`src/common/fse_defs.svh`:
```
`ifndef FSE_DEFS_SVH
`define FSE_DEFS_SVH

// register indices; byte address is four times the index
`define FSE_IDX_ERR_IRQ_EN 12'h105
`define FSE_IDX_CMD_STATUS 12'h106
`define FSE_IDX_ERR_STATUS 12'h107
`define FSE_IDX_CONFIG 12'h104
`define FSE_ADDR_ERR_IRQ_EN 12'h414
`define FSE_ADDR_CMD_STATUS 12'h418
`define FSE_ADDR_ERR_STATUS 12'h41C
`define FSE_ADDR_CONFIG 12'h410

`define FSE_BIT_DBL_IRQ_EN 1
`define FSE_BIT_SGL_IRQ_EN 0
`define FSE_BIT_CMD_DONE 7
`define FSE_BIT_ACC_ERR 5
`define FSE_BIT_PROT_VIOL 4
`define FSE_BIT_BUSY 3
`define FSE_BIT_DONE_IRQ_EN 7
`define FSE_BIT_IGN_SGL 4
`define FSE_BIT_DFF 1
`define FSE_BIT_SFF 0

`define FSE_RST_ERR_IRQ_EN 8'h00
`define FSE_RST_CMD_STATUS 8'h80
`define FSE_RST_ERR_STATUS 8'h00
`define FSE_RST_CONFIG 8'h00

`endif

```
`src/common/fse_pkg.sv`:
```
package fse_pkg;
	// events from the command sequencer and array read path
	typedef struct packed {
		logic cmd_done;
		logic cmd_violation;
		logic illegal_cmd;
		logic prot_violation;
		logic seq_start;
		logic single_fault;
		logic double_fault;
		logic read_collision;
		logic [1:0] compl_status;
		logic compl_status_load;
	} fse_evt_t;

	typedef enum logic [2:0] {
		FSE_IDLE = 3'b001,
		FSE_ACCESS = 3'b010,
		FSE_DONE = 3'b100
	} fse_apb_st_t;
endpackage

```
`src/rtl/fse_status_regs.sv`:
```
// Our own choice: the APB slave port.
`timescale 1ns/10ps
`include "fse_defs.svh"
module fse_status_regs
	import fse_pkg::*;
(
	input wire logic pclk,
	input wire logic presetn,
	input wire logic psel,
	input wire logic penable,
	input wire logic pwrite,
	input wire logic [11:0] paddr,
	input wire logic [31:0] pwdata,
	input wire logic [3:0] pstrb,
	output logic [31:0] prdata,
	output logic pready,
	output logic pslverr,
	input wire fse_evt_t evt,
	output logic cmd_launch,
	output logic seq_allowed,
	output logic cmd_irq,
	output logic err_irq
);
	logic wr_stb;
	logic rd_stb;
	logic pready_int;
	logic [11:0] acc_addr;
	logic [7:0] wbyte;
	logic wr_en_reg;
	logic wr_cfg;
	logic wr_stat;
	logic wr_err;
	logic [1:0] en_reg;
	logic done_irq_en_reg;
	logic ign_single_reg;
	logic cmd_done_reg;
	logic busy_reg;
	logic [1:0] compl_status_reg;
	logic wr_fire;
	logic [1:0] prot_set;
	logic [1:0] prot_clr;
	logic [1:0] prot_flags;
	logic [1:0] fault_set;
	logic [1:0] fault_clr;
	logic [1:0] fault_flags;
	logic launch_next;
	logic mapped;
	logic [7:0] rd_byte;

	fse_apb_slave u_apb (
		.pclk(pclk),
		.presetn(presetn),
		.psel(psel),
		.penable(penable),
		.pwrite(pwrite),
		.paddr(paddr),
		.wr_stb(wr_stb),
		.rd_stb(rd_stb),
		.acc_addr(acc_addr),
		.pready_int(pready_int)
	);

	always_comb begin
		wbyte = pstrb[0] ? pwdata[7:0] : 8'h00;
		// a write lands at the edge where the master samples pready, not one edge earlier
		wr_fire = pready && psel && penable && pwrite;
		wr_en_reg = wr_fire && pstrb[0] && (acc_addr == `FSE_ADDR_ERR_IRQ_EN);
		wr_cfg = wr_fire && pstrb[0] && (acc_addr == `FSE_ADDR_CONFIG);
		wr_stat = wr_fire && pstrb[0] && (acc_addr == `FSE_ADDR_CMD_STATUS);
		wr_err = wr_fire && pstrb[0] && (acc_addr == `FSE_ADDR_ERR_STATUS);
		mapped = (acc_addr == `FSE_ADDR_ERR_IRQ_EN) || (acc_addr == `FSE_ADDR_CMD_STATUS) ||
			(acc_addr == `FSE_ADDR_ERR_STATUS) || (acc_addr == `FSE_ADDR_CONFIG);
	end

	// error interrupt enables
	always_ff @(posedge pclk or negedge presetn) begin
		if (!presetn) begin
			en_reg <= 2'(`FSE_RST_ERR_IRQ_EN);
		end else if (wr_en_reg) begin
			en_reg <= wbyte[1:0];
		end
	end

	// configuration bits this block consumes
	always_ff @(posedge pclk or negedge presetn) begin
		if (!presetn) begin
			done_irq_en_reg <= 1'b0;
			ign_single_reg <= 1'b0;
		end else if (wr_cfg) begin
			done_irq_en_reg <= wbyte[`FSE_BIT_DONE_IRQ_EN];
			ign_single_reg <= wbyte[`FSE_BIT_IGN_SGL];
		end
	end

	// launch only when neither the access error nor the protection violation flag blocks it
	always_comb begin
		launch_next = wr_stat && wbyte[`FSE_BIT_CMD_DONE] && cmd_done_reg &&
			!prot_flags[1] && !prot_flags[0];
	end

	always_ff @(posedge pclk or negedge presetn) begin
		if (!presetn) begin
			cmd_launch <= 1'b0;
		end else begin
			cmd_launch <= launch_next;
		end
	end

	// command complete and busy
	always_ff @(posedge pclk or negedge presetn) begin
		if (!presetn) begin
			cmd_done_reg <= 1'b1;
			busy_reg <= 1'b0;
		end else if (launch_next) begin
			cmd_done_reg <= 1'b0;
			busy_reg <= 1'b1;
		end else if (!cmd_done_reg && (evt.cmd_done || evt.cmd_violation)) begin
			cmd_done_reg <= 1'b1;
			busy_reg <= 1'b0;
		end
	end

	// completion status follows the sequencer, including the reset sequence result
	always_ff @(posedge pclk or negedge presetn) begin
		if (!presetn) begin
			compl_status_reg <= 2'b00;
		end else if (launch_next) begin
			compl_status_reg <= 2'b00;
		end else if (evt.compl_status_load) begin
			compl_status_reg <= evt.compl_status;
		end
	end

	// index 1 access error, index 0 protection violation
	always_comb begin
		prot_set[1] = evt.cmd_violation || evt.illegal_cmd;
		prot_set[0] = evt.prot_violation;
		prot_clr[1] = wr_stat && wbyte[`FSE_BIT_ACC_ERR];
		prot_clr[0] = wr_stat && wbyte[`FSE_BIT_PROT_VIOL];
	end

	fse_w1c_flag #(.WIDTH(2)) u_cmd_err (
		.pclk(pclk),
		.presetn(presetn),
		.set_in(prot_set),
		.clr_in(prot_clr),
		.flag(prot_flags)
	);

	// a collision sets both flags; an ecc fault sets at most one
	always_comb begin
		fault_set[1] = evt.read_collision || evt.double_fault;
		fault_set[0] = evt.read_collision ||
			(evt.single_fault && !evt.double_fault && !ign_single_reg);
		fault_clr[1] = wr_err && wbyte[`FSE_BIT_DFF];
		fault_clr[0] = wr_err && wbyte[`FSE_BIT_SFF];
	end

	fse_w1c_flag #(.WIDTH(2)) u_fault (
		.pclk(pclk),
		.presetn(presetn),
		.set_in(fault_set),
		.clr_in(fault_clr),
		.flag(fault_flags)
	);

	always_ff @(posedge pclk or negedge presetn) begin
		if (!presetn) begin
			seq_allowed <= 1'b1;
		end else begin
			seq_allowed <= !prot_flags[0];
		end
	end

	always_ff @(posedge pclk or negedge presetn) begin
		if (!presetn) begin
			err_irq <= 1'b0;
			cmd_irq <= 1'b0;
		end else begin
			err_irq <= (fault_flags[1] && en_reg[`FSE_BIT_DBL_IRQ_EN]) ||
				(fault_flags[0] && en_reg[`FSE_BIT_SGL_IRQ_EN]);
			cmd_irq <= cmd_done_reg && done_irq_en_reg;
		end
	end

	// read mux; unused bits read zero
	always_comb begin
		rd_byte = 8'h00;
		case (acc_addr)
			`FSE_ADDR_ERR_IRQ_EN: rd_byte = {6'h00, en_reg};
			`FSE_ADDR_CONFIG: rd_byte = {done_irq_en_reg, 2'b00, ign_single_reg, 4'h0};
			`FSE_ADDR_CMD_STATUS: rd_byte = {cmd_done_reg, 1'b0, prot_flags, busy_reg, 1'b0,
				compl_status_reg};
			`FSE_ADDR_ERR_STATUS: rd_byte = {6'h00, fault_flags};
			default: rd_byte = 8'h00;
		endcase
	end

	always_ff @(posedge pclk or negedge presetn) begin
		if (!presetn) begin
			prdata <= 32'h0000_0000;
			pready <= 1'b0;
			pslverr <= 1'b0;
		end else begin
			prdata <= 32'h0000_0000;
			pslverr <= 1'b0;
			pready <= 1'b0;
			if (psel && penable && !pready && !pready_int && !wr_stb && !rd_stb) begin
				pready <= 1'b0;
			end
			if (pready_int && psel && penable) begin
				pready <= 1'b0;
			end
			if (psel && penable && !pready && pready_int) begin
				pready <= 1'b1;
				prdata <= {24'h000000, rd_byte};
				pslverr <= !mapped;
			end
		end
	end

	chk_launch_lowers: assert property (@(posedge pclk) disable iff (!presetn)
		launch_next |=> !cmd_done_reg && busy_reg) else $error("launch did not lower complete");
	chk_acc_err_blocks: assert property (@(posedge pclk) disable iff (!presetn)
		prot_flags[1] |-> !launch_next) else $error("launch while access error");
	chk_viol_blocks: assert property (@(posedge pclk) disable iff (!presetn)
		prot_flags[0] |=> !seq_allowed) else $error("sequence allowed in violation");
	chk_launch_pulse: assert property (@(posedge pclk) disable iff (!presetn)
		launch_next |=> cmd_launch) else $error("launch pulse missing");
	chk_no_relaunch: assert property (@(posedge pclk) disable iff (!presetn)
		!cmd_done_reg |-> !launch_next) else $error("launch while command runs");
	chk_done_sets: assert property (@(posedge pclk) disable iff (!presetn)
		!cmd_done_reg && (evt.cmd_done || evt.cmd_violation) |=> cmd_done_reg)
		else $error("complete flag not set");
	chk_acc_err_set: assert property (@(posedge pclk) disable iff (!presetn)
		evt.illegal_cmd || evt.cmd_violation |=> prot_flags[1]) else $error("access error missed");
	chk_viol_set: assert property (@(posedge pclk) disable iff (!presetn)
		evt.prot_violation |=> prot_flags[0]) else $error("protection violation missed");
	chk_viol_sticky: assert property (@(posedge pclk) disable iff (!presetn)
		prot_flags[0] && !prot_clr[0] |=> prot_flags[0]) else $error("violation lost");
	chk_viol_no_launch: assert property (@(posedge pclk) disable iff (!presetn)
		prot_flags[0] |-> !launch_next) else $error("launch in violation");
	chk_seq_free: assert property (@(posedge pclk) disable iff (!presetn)
		!prot_flags[0] |=> seq_allowed) else $error("sequence blocked without violation");
	chk_busy_idle: assert property (@(posedge pclk) disable iff (!presetn)
		cmd_done_reg |-> !busy_reg) else $error("busy while idle");
	chk_status_clear: assert property (@(posedge pclk) disable iff (!presetn)
		launch_next |=> compl_status_reg == 2'b00) else $error("status not cleared");
	chk_reserved_zero: assert property (@(posedge pclk) disable iff (!presetn)
		acc_addr == `FSE_ADDR_CMD_STATUS |-> !rd_byte[6] && !rd_byte[2])
		else $error("reserved status bit set");
	chk_irq_en_store: assert property (@(posedge pclk) disable iff (!presetn)
		wr_en_reg |=> en_reg == $past(wbyte[1:0])) else $error("enable not stored");
	chk_dbl_set: assert property (@(posedge pclk) disable iff (!presetn)
		evt.double_fault |=> fault_flags[1]) else $error("double fault missed");
	chk_dbl_sticky: assert property (@(posedge pclk) disable iff (!presetn)
		fault_flags[1] && !fault_clr[1] |=> fault_flags[1]) else $error("double flag lost");
	chk_sgl_set: assert property (@(posedge pclk) disable iff (!presetn)
		evt.single_fault && !evt.double_fault && !ign_single_reg |=> fault_flags[0])
		else $error("single fault missed");
	chk_sgl_sticky: assert property (@(posedge pclk) disable iff (!presetn)
		fault_flags[0] && !fault_clr[0] |=> fault_flags[0]) else $error("single flag lost");
	chk_ecc_exclusive: assert property (@(posedge pclk) disable iff (!presetn)
		evt.double_fault && !evt.read_collision && !fault_flags[0] |=> !fault_flags[0])
		else $error("ecc fault set both flags");
	chk_sgl_irq: assert property (@(posedge pclk) disable iff (!presetn)
		fault_flags[0] && en_reg[0] |=> err_irq) else $error("single irq missing");
	chk_done_irq: assert property (@(posedge pclk) disable iff (!presetn)
		cmd_done_reg && done_irq_en_reg |=> cmd_irq) else $error("complete irq missing");
	chk_pready_pulse: assert property (@(posedge pclk) disable iff (!presetn)
		pready |=> !pready) else $error("pready longer than one cycle");
	chk_collision_both: assert property (@(posedge pclk) disable iff (!presetn)
		evt.read_collision |=> fault_flags == 2'b11) else $error("collision not both");
	chk_set_wins: assert property (@(posedge pclk) disable iff (!presetn)
		fault_set[1] && fault_clr[1] |=> fault_flags[1]) else $error("set lost");
	chk_ign_single_hold: assert property (@(posedge pclk) disable iff (!presetn)
		ign_single_reg && !fault_flags[0] && !evt.read_collision |=> !fault_flags[0])
		else $error("single fault reported while ignored");
	chk_err_irq_dbl: assert property (@(posedge pclk) disable iff (!presetn)
		fault_flags[1] && en_reg[1] |=> err_irq) else $error("double irq missing");
	chk_err_irq_none: assert property (@(posedge pclk) disable iff (!presetn)
		en_reg == 2'b00 |=> !err_irq) else $error("irq while disabled");
	chk_busy_done: assert property (@(posedge pclk) disable iff (!presetn)
		busy_reg |-> !cmd_done_reg) else $error("busy with complete high");
	chk_acc_err_sticky: assert property (@(posedge pclk) disable iff (!presetn)
		prot_flags[1] && !prot_clr[1] |=> prot_flags[1]) else $error("access error lost");

	cov_launch: cover property (@(posedge pclk) disable iff (!presetn) launch_next);
	cov_collision: cover property (@(posedge pclk) disable iff (!presetn) evt.read_collision);
	cov_blocked: cover property (@(posedge pclk) disable iff (!presetn)
		wr_stat && wbyte[7] && prot_flags != 2'b00);
	cov_done_irq: cover property (@(posedge pclk) disable iff (!presetn)
		cmd_done_reg && done_irq_en_reg && cmd_irq);
endmodule // fse_status_regs

```
`src/rtl/fse_apb_slave.sv`:
```
`timescale 1ns/10ps
`include "fse_defs.svh"
module fse_apb_slave
	import fse_pkg::*;
(
	input wire logic pclk,
	input wire logic presetn,
	input wire logic psel,
	input wire logic penable,
	input wire logic pwrite,
	input wire logic [11:0] paddr,
	output logic wr_stb,
	output logic rd_stb,
	output logic [11:0] acc_addr,
	output logic pready_int
);
	fse_apb_st_t st_reg;

	// two wait states on pready: request taken in access phase, pready_int the next cycle, pready registered one cycle later
	always_ff @(posedge pclk or negedge presetn) begin
		if (!presetn) begin
			st_reg <= FSE_IDLE;
		end else begin
			case (st_reg)
				FSE_IDLE: begin
					if (psel && penable) begin
						st_reg <= FSE_DONE;
					end
				end
				FSE_DONE: begin
					// move to ACCESS and park there until the master drops the access, so one access is taken once
					if (psel && penable) begin
						st_reg <= FSE_ACCESS;
					end else begin
						st_reg <= FSE_IDLE;
					end
				end
				FSE_ACCESS: begin
					if (!(psel && penable)) begin
						st_reg <= FSE_IDLE;
					end
				end
				default: begin
					st_reg <= FSE_IDLE;
				end
			endcase
		end
	end

	always_ff @(posedge pclk or negedge presetn) begin
		if (!presetn) begin
			acc_addr <= 12'h000;
		end else if (st_reg == FSE_IDLE && psel && penable) begin
			acc_addr <= paddr;
		end
	end

	always_comb begin
		pready_int = (st_reg == FSE_DONE);
		wr_stb = pready_int && psel && penable && pwrite;
		rd_stb = pready_int && psel && penable && !pwrite;
	end
endmodule // fse_apb_slave

```
`src/rtl/fse_w1c_flag.sv`:
```
`timescale 1ns/10ps
module fse_w1c_flag #(
	parameter int WIDTH = 2
) (
	input wire logic pclk,
	input wire logic presetn,
	input wire logic [WIDTH-1:0] set_in,
	input wire logic [WIDTH-1:0] clr_in,
	output logic [WIDTH-1:0] flag
);
	genvar gi;
	generate
		for (gi = 0; gi < WIDTH; gi++) begin : g_flag
			// set has priority so an event in the clearing cycle survives
			always_ff @(posedge pclk or negedge presetn) begin
				if (!presetn) begin
					flag[gi] <= 1'b0;
				end else if (set_in[gi]) begin
					flag[gi] <= 1'b1;
				end else if (clr_in[gi]) begin
					flag[gi] <= 1'b0;
				end
			end
		end
	endgenerate
endmodule // fse_w1c_flag

```
`config.mk`:
```
export PLATFORM = sky130hd
export DESIGN_NAME = fse_status_regs
export DESIGN_NICKNAME = d
export VERILOG_FILES = /design/src/common/fse_pkg.sv /design/src/rtl/fse_status_regs.sv /design/src/rtl/fse_apb_slave.sv /design/src/rtl/fse_w1c_flag.sv
export VERILOG_INCLUDE_DIRS = /design/src /design/src/common
export SDC_FILE = /design/constraint.sdc
export NUM_CORES = 1
export LEC_CHECK = 0
export BUFFER_PORTS_ARGS = -buffer_cell sky130_fd_sc_hd__buf_4
export CAP_MARGIN = 15
export CORE_ASPECT_RATIO = 1.4
export CORE_MARGIN = 2
export CORE_UTILIZATION = 43
export CTS_BUF_LIST = sky130_fd_sc_hd__clkbuf_4
export CTS_CLUSTER_DIAMETER = 40
export DETAILED_ROUTE_END_ITERATION = 12
export GPL_ROUTABILITY_DRIVEN = 0
export GPL_TIMING_DRIVEN = 0
export HOLD_SLACK_MARGIN = 0.15
export PLACE_DENSITY = 0.77
export SLEW_MARGIN = 20
export SYNTH_ARGS = -nofsm -noshare
export SYNTH_HDL_FRONTEND = slang
export SYNTH_HIERARCHICAL = 1
export SYNTH_SLANG_ARGS = --single-unit
export TNS_END_PERCENT = 30
```
`constraint.sdc`:
```
create_clock -name pclk -period 3.7 [get_ports pclk]
set_clock_uncertainty 0.05 [all_clocks]
set_input_delay 0.185 -clock pclk [delete_from_list [all_inputs] [get_ports pclk]]
set_output_delay 0.185 -clock pclk [all_outputs]
set_load 0.005 [all_outputs]
```
==> impl_metrics.json <==
{
  "status": "completed",
  "area_growth_pct": 47.6,
  "firstDrtPassIters": 3,
  "numCtsBuffers": 5,
  "clockBufferDepth": 2,
  "via_count": 1473,
  "cp_max_fo": 4,
  "period_minus_slack_ns": 1.95,
  "regArea_um2": 980,
  "power_mw": 0.886,
  "antenna_found_initial": 0,
  "place_inst": 278,
  "cts_setup_buffers": 0,
  "whs_path_depth": 4,
  "vias_per_cell": 4.57,
  "cts.sinks": 39,
  "layout-drive-gt1-share_pct": 36.5,
  "port_buffers": 44,
  "hp-class": "input pin to flip-flop",
  "largest_reg_flops": 12,
  "rsz0062_at_grt": "no",
  "crit_required_ns": 3.90,
  "dpl_cell_area_um2": 2360,
  "busiest_layer": "met2",
  "grt_overflow": 0,
  "mostFrequentLayoutCell": "buf_4",
  "hold_slack_ns": 0.177,
  "met2_usage_pct": 32.2,
  "grt_max_degree": 40,
  "cp-endpoint": "u_fault/flag[0]",
  "use_met3_pct": 5.14,
  "drc": 0,
  "fill_cells": 351,
  "total_leakage_power_nw": 1.41,
  "r2r_cells": 6,
  "fin_util_pct": 65.9,
  "syn_area_um2": 1880,
  "n_antenna_cell": 0,
  "grt_first_pass_wirelength_mm": 6.24,
  "rr_startpoint": "u_apb/acc_addr[7]",
  "fin_area_um2": 2770,
  "postRouteAntennaNets": 0,
  "stdcell_count": 322,
  "ir_drop_uv": 251,
  "core_um2": 4200,
  "routed_wl_mm": 3.92,
  "clkTransAtPathRegs_ns": 0.13,
  "powerDensity_nw_per_um2": 320,
  "dp_hpwl_mm": 2.65,
  "worst_slack_ns": 1.75,
  "tns_ns": 0,
  "dp_slack_ns": 1.73,
  "cts-root-buf": "clkbuf_4",
  "cp-start-kind": "flip-flop",
  "fin_crit_sh_pct": 52.8,
  "drt_iter0_drc": 30,
  "r2r_end": "u_fault/flag[0]",
  "slew_violations": 0,
  "r2r_slack_ns": 1.75,
  "multi_input_area_um2": 744,
  "num_rows": 28,
  "critPathCaptureType": "flip-flop",
  "startpoint": "u_apb/acc_addr[7]",
  "syn_area_per_cell_um2": 11.5,
  "drv_cap": 0,
  "setup_viol": 0,
  "cp.arrival_ns": 2.16,
  "die_area_um2": 4920,
  "synthCells": 164,
  "finalHoldViolations": 0,
  "fin_nets": 340,
  "die_y_um": 82.2,
  "clk_latency_ns": 0.36,
  "die_x_um": 59.9,
  "grtUsageMet1_pct": 17.8,
  "io_pins": 102,
  "htree_levels": 2,
  "first_global_vias": 1435,
  "tritoncts": "yes",
  "detail_route.wl_per_cell_um": 12.2,
  "crit_type": "flip-flop to flip-flop",
  "grt_usage_pct": 17.4,
  "max_freq_mhz": 512,
  "initial_core_util_pct": 44.7,
  "mostFrequentLayoutCells": "71 x buf_4, 36 x dfrtp_1, 36 x dlygate4sd3_1, 26 x conb_1, 15 x nor2_1",
  "ys_warn_count": 6
}
-- what timing repair did --
item | in CTS | in global routing
hold buffers | 36 | 0
gates resized for setup | 0 | 0
endpoints found under the hold margin | 65 | 0
-- area by class of cell --
type / count / area share, %
clock buffers: 6 / 1.63
repair buffers: 80 / 24.9
flip-flops and latches: 39 / 35.3
well taps: 45 / 2.03
plain buffers: 29 / 7.86
inverters: 8 / 1.08
multi-input cells: 113 / 26.9
clock inverters: 2 / 0.271
-- where the power goes --
part	total (mW)	internal (mW)	leakage [nW]	switching (mW)
Combinational	0.183	0.115	0.916	0.0686
Sequential	0.488	0.460	0.461	0.0286
Clock	0.214	0.0778	0.0307	0.137
Total	0.886	0.652	1.41	0.234
-- worst max-delay path, cell delays in order (launching register included) --
cell     delay [ns]
dfrtp_1        0.40
or4_4          0.57
nor4_4         0.35
nand3_1        0.16
nor2_1         0.13
inv_1          0.04
a21o_1         0.16
-- how the worst min path moves through the flow --
stage / start / endpoint / slack [ns]
floorplan: presetn / busy_reg / -0.16
global placement: presetn / u_fault/flag[1] / 0.13
detailed placement: presetn / u_fault/flag[1] / 0.13
CTS: pwdata[5] / u_cmd_err/flag[1] / 0.17
global route: pwdata[5] / u_cmd_err/flag[1] / 0.18
finish: pwdata[5] / u_cmd_err/flag[1] / 0.18
-- per-layer routing --
metal	routed length, µm	vias up
met5	0	-
met4	68	0
met3	217	9
met2	2170	49
met1	1470	687
li1	-	728
Note: power is estimated with default switching activity, not from simulation.
